--- config.mk ---
export PLATFORM = sky130hd
export DESIGN_NAME = voltage_angle_memory
export DESIGN_NICKNAME = d
export VERILOG_FILES = /design/src/volt_memory_pkg.sv /design/src/prog_cycle_tick.sv /design/src/voltage_angle_memory.sv
export SDC_FILE = /design/constraint.sdc
export NUM_CORES = 1
export LEC_CHECK = 0
export ABC_AREA = 1
export BUFFER_PORTS_ARGS = -buffer_cell sky130_fd_sc_hd__buf_2
export CORE_MARGIN = 10
export CORE_UTILIZATION = 50
export DETAILED_ROUTE_END_ITERATION = 7
export PLACE_DENSITY = 0.87
export SLEW_MARGIN = 20
export SYNTH_ARGS = -nofsm -noshare
export SYNTH_HDL_FRONTEND = slang
export SYNTH_HIERARCHICAL = 1
export SYNTH_SLANG_ARGS = --single-unit
--- constraint.sdc ---
create_clock -name ref_clk -period 4.9 [get_ports ref_clk]
set_input_delay 0.98 -clock ref_clk [delete_from_list [all_inputs] [get_ports ref_clk]]
set_output_delay 0.98 -clock ref_clk [all_outputs]
set_load 0.02 [all_outputs]
--- src/volt_memory_pkg.sv ---
// constants, types and register map of the voltage angle memory
package volt_memory_pkg;

  localparam int CLK_PERIOD_NS  = 100;
  localparam int PROG_CYCLE_US  = 5000;
  localparam int PROG_CYCLE_CYC = PROG_CYCLE_US * 1000 / CLK_PERIOD_NS;
  localparam int HOLD_UNIT_MS   = 10;
  localparam int TICKS_PER_UNIT = HOLD_UNIT_MS * 1000 / PROG_CYCLE_US;

  localparam logic [7:0] OFF_CTRL    = 8'h00;
  localparam logic [7:0] OFF_VTHR    = 8'h04;
  localparam logic [7:0] OFF_ITHR    = 8'h08;
  localparam logic [7:0] OFF_HOLD    = 8'h0C;
  localparam logic [7:0] OFF_STATUS  = 8'h10;
  localparam logic [7:0] OFF_REFAMP  = 8'h14;
  localparam logic [7:0] OFF_FREQ    = 8'h18;
  localparam logic [7:0] OFF_REFANG0 = 8'h1C;

  localparam int CTRL_EN_BIT   = 0;
  localparam int CTRL_CUR_BIT  = 1;
  localparam int CTRL_CTF_BIT  = 2;
  localparam int CTRL_F60_BIT  = 3;
  localparam int CTRL_USED_LSB = 4;
  localparam int STAT_FALLBACK = 6;

  localparam logic [7:0]  CTRL_RST = 8'h70;
  localparam logic [15:0] VTHR_MIN = 16'h00C8;
  localparam logic [15:0] VTHR_MAX = 16'h1388;
  localparam logic [15:0] VTHR_RST = 16'h07D0;
  localparam logic [15:0] ITHR_RST = 16'h03E8;
  localparam logic [15:0] HOLD_MIN = 16'h0002;
  localparam logic [15:0] HOLD_MAX = 16'h1388;
  localparam logic [15:0] HOLD_RST = 16'h0032;
  localparam logic [15:0] FREQ_50  = 16'h1388;
  localparam logic [15:0] FREQ_60  = 16'h1770;

  localparam logic [1:0] RESP_OKAY   = 2'h0;
  localparam logic [1:0] RESP_SLVERR = 2'h2;

  // event flag positions, each gives an on and an off pulse
  localparam int EVF_ENABLED  = 0;
  localparam int EVF_LOW_V    = 1;
  localparam int EVF_HIGH_I   = 2;
  localparam int EVF_CT_TRACK = 3;
  localparam int EVF_IN_USE   = 4;
  localparam int EVF_BLOCKED  = 5;
  localparam int EVF_N        = 6;

  typedef struct packed {
    logic [2:0][15:0] volt;
    logic [2:0][15:0] ang;
    logic [2:0][15:0] cur;
  } meas_t;

  typedef enum logic [2:0] {
    ST_IDLE  = 3'b001,
    ST_HOLD  = 3'b010,
    ST_SPENT = 3'b100
  } mem_state_t;

endpackage : volt_memory_pkg

--- src/prog_cycle_tick.sv ---
// divider giving the one-cycle program cycle enable
`timescale 1ns/100ps
`default_nettype none
module prog_cycle_tick #(
  parameter int PERIOD = 50000
) (
  input  wire logic ref_clk,
  input  wire logic rst_n,
  output logic      tick
);

  localparam int CW = $clog2(PERIOD + 1);
  localparam logic [CW-1:0] LAST = CW'(PERIOD - 1);

  logic [CW-1:0] cnt_r;

  always_ff @(posedge ref_clk) begin
    if (!rst_n) begin
      cnt_r <= '0;
      tick  <= 1'b0;
    end else begin
      tick  <= (cnt_r == LAST);
      cnt_r <= (cnt_r == LAST) ? '0 : cnt_r + CW'(1);
    end
  end

endmodule : prog_cycle_tick
`default_nettype wire

--- src/voltage_angle_memory.sv ---
// voltage angle memory core with its AXI4-Lite register slave
//
// Register access over AXI4-Lite and the placing of the registers were chosen for this implementation.
`timescale 1ns/100ps
`default_nettype none

module voltage_angle_memory
  import volt_memory_pkg::*;
#(
  parameter int PROG_CYCLE = PROG_CYCLE_CYC
) (
  input  wire logic              ref_clk,
  input  wire logic              rst_n,
  input  wire logic [7:0]        s_axi_awaddr,
  input  wire logic              s_axi_awvalid,
  output logic                   s_axi_awready,
  input  wire logic [31:0]       s_axi_wdata,
  input  wire logic [3:0]        s_axi_wstrb,
  input  wire logic              s_axi_wvalid,
  output logic                   s_axi_wready,
  output logic [1:0]             s_axi_bresp,
  output logic                   s_axi_bvalid,
  input  wire logic              s_axi_bready,
  input  wire logic [7:0]        s_axi_araddr,
  input  wire logic              s_axi_arvalid,
  output logic                   s_axi_arready,
  output logic [31:0]            s_axi_rdata,
  output logic [1:0]             s_axi_rresp,
  output logic                   s_axi_rvalid,
  input  wire logic              s_axi_rready,
  input  wire meas_t             meas,
  input  wire logic [15:0]       ct_freq,
  input  wire logic              block_pin,
  output logic                   mem_active,
  output logic [15:0]            held_voltage_reference,
  output logic [2:0][15:0]       held_angle,
  output logic                   unidir_fallback,
  output logic                   ct_track,
  output logic [15:0]            samp_freq,
  output logic [EVF_N-1:0]       evt_on,
  output logic [EVF_N-1:0]       evt_off
);

  logic             tick;
  logic [7:0]       ctrl_r;
  logic [15:0]      vthr_r;
  logic [15:0]      ithr_r;
  logic [15:0]      hold_r;
  logic             aw_got_r;
  logic             w_got_r;
  logic [7:0]       awaddr_r;
  logic [31:0]      wdata_r;
  logic [3:0]       wstrb_r;
  logic             wr_go;
  logic [31:0]      rd_data;
  logic             rd_err;
  logic             wr_err;
  logic [2:0]       blk_sync_r;
  logic             blk_stable_r;
  logic             blk_cyc_r;
  mem_state_t       st_r;
  logic [15:0]      hold_cnt_r;
  logic [15:0]      hold_lim;
  logic [2:0]       below;
  logic [2:0]       above;
  logic             low_v_c;
  logic             high_i_c;
  logic             enabled;
  logic             act_cond_c;
  logic             ct_track_c;
  logic [EVF_N-1:0] flags_c;
  logic [EVF_N-1:0] flags_r;

  prog_cycle_tick #(.PERIOD(PROG_CYCLE)) u_tick (
    .ref_clk (ref_clk),
    .rst_n   (rst_n),
    .tick    (tick)
  );

  function automatic logic [15:0] clamp(input logic [15:0] v, input logic [15:0] lo, input logic [15:0] hi);
    clamp = (v < lo) ? lo : ((v > hi) ? hi : v);
  endfunction : clamp

  function automatic logic [31:0] merge(input logic [31:0] old, input logic [31:0] nw, input logic [3:0] strb);
    merge = old;
    for (int b = 0; b < 4; b++) begin
      if (strb[b]) merge[8*b +: 8] = nw[8*b +: 8];
    end
  endfunction : merge

  // write channel: address and data taken in either order
  assign s_axi_awready = !aw_got_r && !s_axi_bvalid;
  assign s_axi_wready  = !w_got_r && !s_axi_bvalid;
  assign wr_go         = aw_got_r && w_got_r && !s_axi_bvalid;
  assign wr_err        = !(awaddr_r == OFF_CTRL || awaddr_r == OFF_VTHR ||
                           awaddr_r == OFF_ITHR || awaddr_r == OFF_HOLD);

  always_ff @(posedge ref_clk) begin
    if (!rst_n) begin
      aw_got_r     <= 1'b0;
      w_got_r      <= 1'b0;
      awaddr_r     <= '0;
      wdata_r      <= '0;
      wstrb_r      <= '0;
      s_axi_bvalid <= 1'b0;
      s_axi_bresp  <= RESP_OKAY;
    end else begin
      if (s_axi_awvalid && s_axi_awready) begin
        aw_got_r <= 1'b1;
        awaddr_r <= s_axi_awaddr;
      end
      if (s_axi_wvalid && s_axi_wready) begin
        w_got_r <= 1'b1;
        wdata_r <= s_axi_wdata;
        wstrb_r <= s_axi_wstrb;
      end
      if (wr_go) begin
        aw_got_r     <= 1'b0;
        w_got_r      <= 1'b0;
        s_axi_bvalid <= 1'b1;
        s_axi_bresp  <= wr_err ? RESP_SLVERR : RESP_OKAY;
      end else if (s_axi_bvalid && s_axi_bready) begin
        s_axi_bvalid <= 1'b0;
      end
    end
  end

  always_ff @(posedge ref_clk) begin
    if (!rst_n) begin
      ctrl_r <= CTRL_RST;
      vthr_r <= VTHR_RST;
      ithr_r <= ITHR_RST;
      hold_r <= HOLD_RST;
    end else if (wr_go) begin
      case (awaddr_r)
        OFF_CTRL: ctrl_r <= 8'(merge({24'h0, ctrl_r}, wdata_r, wstrb_r));
        OFF_VTHR: vthr_r <= clamp(16'(merge({16'h0, vthr_r}, wdata_r, wstrb_r)), VTHR_MIN, VTHR_MAX);
        OFF_ITHR: ithr_r <= 16'(merge({16'h0, ithr_r}, wdata_r, wstrb_r));
        OFF_HOLD: hold_r <= clamp(16'(merge({16'h0, hold_r}, wdata_r, wstrb_r)), HOLD_MIN, HOLD_MAX);
        default: ;
      endcase
    end
  end

  // read channel
  always_comb begin
    rd_data = '0;
    rd_err  = 1'b0;
    case (s_axi_araddr)
      OFF_CTRL:   rd_data = {24'h0, ctrl_r};
      OFF_VTHR:   rd_data = {16'h0, vthr_r};
      OFF_ITHR:   rd_data = {16'h0, ithr_r};
      OFF_HOLD:   rd_data = {16'h0, hold_r};
      OFF_STATUS: rd_data = {25'h0, unidir_fallback, flags_r};
      OFF_REFAMP: rd_data = {16'h0, held_voltage_reference};
      OFF_FREQ:   rd_data = {16'h0, samp_freq};
      default:    rd_err  = 1'b1;
    endcase
    for (int k = 0; k < 3; k++) begin
      if (s_axi_araddr == OFF_REFANG0 + 8'(4 * k)) begin
        rd_data = {16'h0, held_angle[k]};
        rd_err  = 1'b0;
      end
    end
  end

  assign s_axi_arready = !s_axi_rvalid;

  always_ff @(posedge ref_clk) begin
    if (!rst_n) begin
      s_axi_rvalid <= 1'b0;
      s_axi_rdata  <= '0;
      s_axi_rresp  <= RESP_OKAY;
    end else if (s_axi_arvalid && s_axi_arready) begin
      s_axi_rvalid <= 1'b1;
      s_axi_rdata  <= rd_data;
      s_axi_rresp  <= rd_err ? RESP_SLVERR : RESP_OKAY;
    end else if (s_axi_rvalid && s_axi_rready) begin
      s_axi_rvalid <= 1'b0;
    end
  end

  // block pin: three stages, a change counts once stages two and three agree
  always_ff @(posedge ref_clk) begin
    if (!rst_n) begin
      blk_sync_r   <= '0;
      blk_stable_r <= 1'b0;
      blk_cyc_r    <= 1'b0;
    end else begin
      blk_sync_r <= {blk_sync_r[1:0], block_pin};
      if (blk_sync_r[1] == blk_sync_r[2]) blk_stable_r <= blk_sync_r[2];
      if (tick) blk_cyc_r <= blk_stable_r;
    end
  end

  // detection conditions
  generate
    for (genvar k = 0; k < 3; k++) begin : g_phase
      assign below[k] = (meas.volt[k] < vthr_r) || !ctrl_r[CTRL_USED_LSB + k];
      assign above[k] = meas.cur[k] > ithr_r;
    end
  endgenerate

  assign enabled    = ctrl_r[CTRL_EN_BIT];
  assign low_v_c    = (&below) && (|ctrl_r[CTRL_USED_LSB +: 3]);
  assign high_i_c   = |above;
  assign act_cond_c = enabled && !blk_stable_r && low_v_c && (!ctrl_r[CTRL_CUR_BIT] || high_i_c);
  assign ct_track_c = enabled && ctrl_r[CTRL_CTF_BIT] && low_v_c;
  assign hold_lim   = 16'(hold_r * TICKS_PER_UNIT);

  always_ff @(posedge ref_clk) begin
    if (!rst_n) begin
      st_r       <= ST_IDLE;
      hold_cnt_r <= '0;
    end else if (tick) begin
      case (st_r)
        ST_IDLE: begin
          hold_cnt_r <= '0;
          if (act_cond_c) st_r <= ST_HOLD;
        end
        ST_HOLD: begin
          if (!enabled || blk_stable_r || !low_v_c) st_r <= ST_IDLE;
          else if (hold_cnt_r >= hold_lim - 16'd1) st_r <= ST_SPENT;
          else hold_cnt_r <= hold_cnt_r + 16'd1;
        end
        ST_SPENT: begin
          if (!enabled || !low_v_c) st_r <= ST_IDLE;
        end
        default: st_r <= ST_IDLE;
      endcase
    end
  end

  assign mem_active             = (st_r == ST_HOLD);
  assign unidir_fallback        = (st_r == ST_SPENT);
  assign held_voltage_reference = mem_active ? vthr_r : '0;

  // angles update only in idle and freeze once all used voltages are low, hence they are pre-fault values
  always_ff @(posedge ref_clk) begin
    if (!rst_n) held_angle <= '0;
    else if (tick && st_r == ST_IDLE && !low_v_c) held_angle <= meas.ang;
  end

  always_ff @(posedge ref_clk) begin
    if (!rst_n) begin
      ct_track  <= 1'b0;
      samp_freq <= FREQ_50;
    end else begin
      ct_track  <= ct_track_c;
      samp_freq <= ct_track_c ? ct_freq : (ctrl_r[CTRL_F60_BIT] ? FREQ_60 : FREQ_50);
    end
  end

  // event pulses, judged once per program cycle
  assign flags_c = {blk_stable_r, mem_active, ct_track_c, high_i_c, low_v_c, enabled};

  always_ff @(posedge ref_clk) begin
    if (!rst_n) flags_r <= '0;
    else if (tick) flags_r <= flags_c;
  end

  generate
    for (genvar f = 0; f < EVF_N; f++) begin : g_evt
      always_ff @(posedge ref_clk) begin
        if (!rst_n) begin
          evt_on[f]  <= 1'b0;
          evt_off[f] <= 1'b0;
        end else begin
          evt_on[f]  <= tick && flags_c[f] && !flags_r[f];
          evt_off[f] <= tick && !flags_c[f] && flags_r[f];
        end
      end
    end
  endgenerate
endmodule : voltage_angle_memory
`default_nettype wire

Yosys cells after proc, flatten, opt, wreduce, memory -nomap -nowiden
Index checks and enable logic that the tools add are counted.
{"block": "op_classes", "n_mux": 45, "n_lt_le_gt_ge": 11, "reduce_logical": 89, "n_addsub": 3, "n_bitwise": 1, "eq_ne": 22}
{"op": "$mux 16", "count": 8}
{"op": "$mux 8", "count": 16}
{"op": "$pmux 16 s7", "count": 1}
{"op": "$mux 32", "count": 3}
{"op": "$gt 16x16->1", "count": 3}
{"op": "$lt 16x16->1", "count": 3}
{"op": "$logic_and 1x1->1", "count": 41}
{"op": "$add 16x1->16 const B", "count": 2}
{"op": "$eq 8x4->1 const B", "count": 4}
{"op": "$eq 8x5->1 const B", "count": 4}
{"op": "$gt 16x13->1 const B", "count": 2}
{"op": "$pmux 16 s2", "count": 1}
{"op": "$logic_not 1->1", "count": 20}
{"op": "$eq 16x16->1 const B", "count": 1}
{"op": "$eq 8x3->1 const B", "count": 2}
{"op": "$eq 8x6->1 const B", "count": 2}
{"op": "$ge 16x16->1", "count": 1}
{"op": "$logic_not 8->1", "count": 2}
{"op": "$lt 16x2->1 const B", "count": 1}
{"op": "$lt 16x8->1 const B", "count": 1}
{"op": "$sub 16x1->16 const B", "count": 1}
{"op": "$mux 3", "count": 4}
{"op": "$reduce_and 3->1", "count": 4}
{"op": "$mux 11", "count": 1}
{"op": "18 further kinds", "count": 43}
{"block": "totals", "out_inout_bits": 136, "in_bits": 220, "wordCells": 210, "register_bits": 245}

Logic depth before layout (Yosys ltp)
{"block": "logic_depth", "word_depth": 8, "mapped_depth": 22}

Modules after synthesis
The synthesis kept the hierarchy.
{"module": "voltage_angle_memory", "area_each_um2": 12215.5, "cells_per_inst": 1715, "n_inst": 1, "seq_area_each_um2": 4204.0}
{"module": "prog_cycle_tick", "area_each_um2": 902.1, "cells_per_inst": 126, "n_inst": 1, "seq_area_each_um2": 340.3}

Worst setup path after synthesis
Ideal clock, no wire load.
{"block": "synth_path", "path_type": "reg-to-reg", "from": "reg hold_r[0]", "to": "reg hold_cnt_r[11]", "required_ps": 4768, "arrival_time_ps": 2988, "setup_slack_ps": 1779, "setup_time_ps": 132, "path_stages_with_launch": 21, "n_path_buf": 2, "period_less_slack_ps": 3121, "cell_sequence": "dfxtp_1 > inv_1 > ha_1 > nand3_1 > nor3_1 > nand3_1 > nor3_1 > nand3_1 > xor2_1 > inv_1 > ha_1 > a21oi_1 > o21ai_0 > a21oi_1 > a21boi_1 > or2_0 > buf_2 > nand3_4 > buf_6 > nand2_1 > a21oi_1"}
{"block": "synth_between", "elab_chain_cells": 4}
{"element": "from (decl)", "line": "voltage_angle_memory.sv:48", "text": "logic [15:0] hold_r;"}
{"element": "from (signal assigned)", "line": "voltage_angle_memory.sv:139", "text": "OFF_HOLD: hold_r <= clamp(16'(merge({16'h0, hold_r}, wdata_r, wstrb_r)), HOLD_MIN, HOLD_MAX);"}
{"element": "$sub 16x1->16", "line": "voltage_angle_memory.sv:223", "text": "else if (hold_cnt_r >= hold_lim - 16'd1) st_r <= ST_SPENT;"}
{"element": "$ge 16x16->1", "line": "voltage_angle_memory.sv:223"}
{"element": "$ne 2x2->1 (no source line)"}
{"element": "$reduce_and 4->1 (no source line)"}
{"element": "to (signal assigned)", "line": "voltage_angle_memory.sv:224", "text": "else hold_cnt_r <= hold_cnt_r + 16'd1;"}
{"element": "to (decl)", "line": "voltage_angle_memory.sv:62", "text": "logic [15:0] hold_cnt_r;"}
No other way between the ends.
A chain may end at the register's enable or synchronous reset.

Worst setup path in the final report
{"block": "layout_path", "from": "reg hold_r[0]", "to": "reg hold_cnt_r[8]"}
Same word-level chain as after synthesis.

==> impl_metrics.json <==
{
  "nNetsFinal": 2463,
  "core_area_mm2": 0.0259,
  "crit_chain": "inv_1 > ha_1 > nand3_1 > nor3_1 > nand3_1 > nor3_1 > nand3_1 > xor2_1 > inv_1 > ha_1 > a21oi_1 > o21ai_0 > a21oi_1 > a21boi_1 > or2_0 > buf_4 > nand4_1 > a21oi_1",
  "path_buf_inv": 3,
  "cp_max_fo": 15,
  "grt_pass1_wl_mm": 73.9,
  "hp-class": "reg -> reg",
  "rows": 59,
  "end_kind": "register",
  "grt-ovfl-total": 0,
  "synth_top_area_share_pct": 34.6,
  "rsz0062_at_grt": "no",
  "start_util_pct": 50.6,
  "maxCapViolCount": 0,
  "max_stage_delay_ns": 0.35,
  "hold_path.startpoint": "flags_r[4]",
  "fmaxAchievable_mhz": 258,
  "via_count": 13959,
  "finClkSkew_ns": 0.0177,
  "finalPower_mw": 4.22,
  "place.gp.congestion": 0.987,
  "synthFlopType": "dfxtp_1",
  "cts_setup_buffers": 0,
  "ios": 356,
  "grt_util_all_layers_pct": 27.5,
  "path_delay_family": "simple AND/OR/NAND/NOR gates",
  "status": "complete, no violations",
  "path_class": "reg -> reg",
  "worstPathArrival_ns": 4.33,
  "fp.dieW_um": 182,
  "r2r-end": "hold_cnt_r[8]",
  "first_global_vias": 13866,
  "peakVddDrop_uv": 298,
  "tightestPinTransition_ns": 1.00,
  "areaGrowthSynthToFinish_pct": 19.3,
  "async_reset_ff_share_pct": 0,
  "drtIter0Drc": 1110,
  "drive_above_1_share_pct": 20.1,
  "finalSetupTns_ns": 0,
  "slew_violations": 0,
  "cts_max_path_buffers": 3,
  "cts-resized-gates": 0,
  "p_per_area_mw_per_mm2": 270,
  "holdPathEnd": "evt_on[4]",
  "antenna_found_initial": 3,
  "period_share_pct": 79.1,
  "finalCriticalPeriod_ns": 3.88,
  "cp.required_ns": 5.36,
  "yosysUniqueCellTypes": 60,
  "syn_area_mm2": 0.0131,
  "ys_seq_area_share_pct": 34.6,
  "r2r-start": "hold_r[0]",
  "cts_made_buffers": 24,
  "synth.area.top_cells": "dfxtp_1 35%, ha_1 11%, nand2_1 9.4%, nor2_1 7.0%, a21oi_1 6.5%",
  "ant_nets": 0,
  "finalSetupViolCount": 0,
  "cts_root_buf": "clkbuf_16",
  "port_buffers": 319,
  "grt_max_degree": 76,
  "p_leak_nw": 7.23,
  "startpoint_type": "register",
  "synth_top_cell_by_area": "dfxtp_1",
  "synth_edf_count": 0,
  "insertion_delay_ns": 0.53,
  "wl_per_cell_um": 19.3,
  "cp_slowest_cell": "dfxtp_1",
  "cts.clk_slew.worst_paths_ns": 0.07,
  "via_per_inst": 5.62,
  "synth-seq-cells": 227,
  "dr.pass1.iters": 5,
  "routed_wl_mm": 48.0,
  "avgSynthCellArea_um2": 7.13,
  "worst-r2r-cell-count": 18,
  "synth_cells": 1841,
  "hold_viol": 0,
  "cts_hold_buf": 0,
  "dieHeight_um": 182,
  "drc": 0,
  "yosysWarnings": 6,
  "cts.sinks": 227,
  "hpwl_mm": 38.3,
  "relSlewSlack_pct": 33.0,
  "dieArea_mm2": 0.0331,
  "hold_depth": 1,
  "htreeDepth": 1,
  "cts_tree": "done",
  "ff2ff_setup_slack_ns": 1.02
}
## placed cells by master, fill, tap and decap left out, types with 4 or more instances in the layout
cell,synthesis,layout
nand2_1,330,330
buf_2,11,318
nor2_1,245,245
dfxtp_1,227,227
inv_1,205,205
a21oi_1,171,171
o21ai_0,132,132
ha_1,111,111
nand3_1,50,50
nor3_1,41,40
nand4_1,35,35
o211ai_1,27,27
xor2_1,25,25
clkbuf_16,0,25
conb_1,1,18
o22ai_1,16,16
inv_2,15,15
nor2_2,14,14
o21a_1,9,9
nor4_1,9,9
nand2_2,9,9
buf_4,23,9
a211oi_1,8,8
o2111ai_1,8,8
o21ai_1,8,8
nor2_4,5,5
a21oi_2,5,5
clkbuf_8,0,5
xnor2_1,4,4
or2_1,4,4
o221ai_1,4,4
clkbuf_1,37,4
clkinvlp_4,0,4
## cells by family after synthesis
| family | count (synthesis) | synth area share, % |
|---|---|---|
| xor+xnor | 29 | 1.94 |
| buf+inv | 301 | 9.74 |
| simple gates | 764 | 25.5 |
| flops | 227 | 34.6 |
| fa+ha+maj | 111 | 10.6 |
| other cells | 1 | 0.0286 |
| compound gates | 408 | 17.6 |
## per-stage QoR
| step | area (µm²) | instances | util, % | setup WS [ns] | hold slack (ns) |
|---|---|---|---|---|---|
| floorplan | 13200 | 1858 | - | 1.78 | 0.390 |
| global placement | 14800 | 2441 | 57.2 | 1.32 | 0.406 |
| detailed placement | 14800 | 2441 | 57.2 | 1.13 | 0.412 |
| CTS | 15600 | 2485 | 60.4 | 1.05 | 0.423 |
| global route | 15600 | 2485 | 60.4 | 0.635 | 0.449 |
| finish | 15600 | 2486 | 60.4 | 1.02 | 0.425 |
## state kept, by name (all words and copies together) (netlist names), 2 cells and up
signal / count
flags_r: 6
s_axi_rdata: 16
ithr_r: 16
evt_off: 6
st_r: 3
ctrl_r: 8
hold_cnt_r: 16
awaddr_r: 8
hold_r: 16
u_tick/cnt_r: 16
vthr_r: 16
samp_freq: 16
blk_sync_r: 3
wdata_r: 16
wstrb_r: 2
held_angle: 48
evt_on: 6
## synthesized netlist by cell type (9+ instances only)
| master | number |
|---|---|
| inv_1 | 205 |
| inv_2 | 15 |
| dfxtp_1 | 227 |
| o21ai_0 | 132 |
| nor2_2 | 14 |
| a21oi_1 | 171 |
| o211ai_1 | 27 |
| nor2_1 | 245 |
| nand2_2 | 9 |
| clkbuf_1 | 37 |
| ha_1 | 111 |
| nor4_1 | 9 |
| xor2_1 | 25 |
| nand3_1 | 50 |
| nand2_1 | 330 |
| buf_2 | 11 |
| o21a_1 | 9 |
| buf_4 | 23 |
| nand4_1 | 35 |
| nor3_1 | 41 |
| o22ai_1 | 16 |
## worst max path at each step
| stage | start | to | slack, ns | depth (start not counted) |
|---|---|---|---|---|
| 3_3_place_gp | hold_r[0] | hold_cnt_r[1] | 1.32 | 18 |
| 6_report | hold_r[0] | hold_cnt_r[8] | 1.02 | 18 |
| 5_1_grt | hold_r[0] | hold_cnt_r[8] | 0.64 | 18 |
| 2_1_floorplan | hold_r[0] | hold_cnt_r[11] | 1.78 | 20 |
| 4_1_cts | hold_r[0] | hold_cnt_r[1] | 1.05 | 18 |
| 3_5_place_dp | hold_r[0] | hold_cnt_r[1] | 1.13 | 18 |
## layer usage
metal  up-vias  part of all wire (%)  track usage, %
met2       707                    47            46.8
li1       6678                     -               -
met3       116                    10            7.71
met4         4                   3.9            11.4
met5         -                 0.056               0
met1      6454                    39            31.8
## area by class of cell
class                   instances  area (µm²)
flip-flops and latches        227        4540
diodes                          1        2.50
multi-input cells            1330        7360
clock inverters                10         114
fillers                      2377       10300
repair buffers                327        1660
inverters                     222         833
clock buffers                  34         709
well taps                     335         419
## report_power, final
part           total (mW)  leakage, nW  internal (mW)  switching, mW
Combinational       0.435         5.00          0.159          0.276
Sequential           1.91         1.84           1.88         0.0320
Clock                1.88        0.393           1.12          0.764
Note: power is estimated with default switching activity, not from simulation.
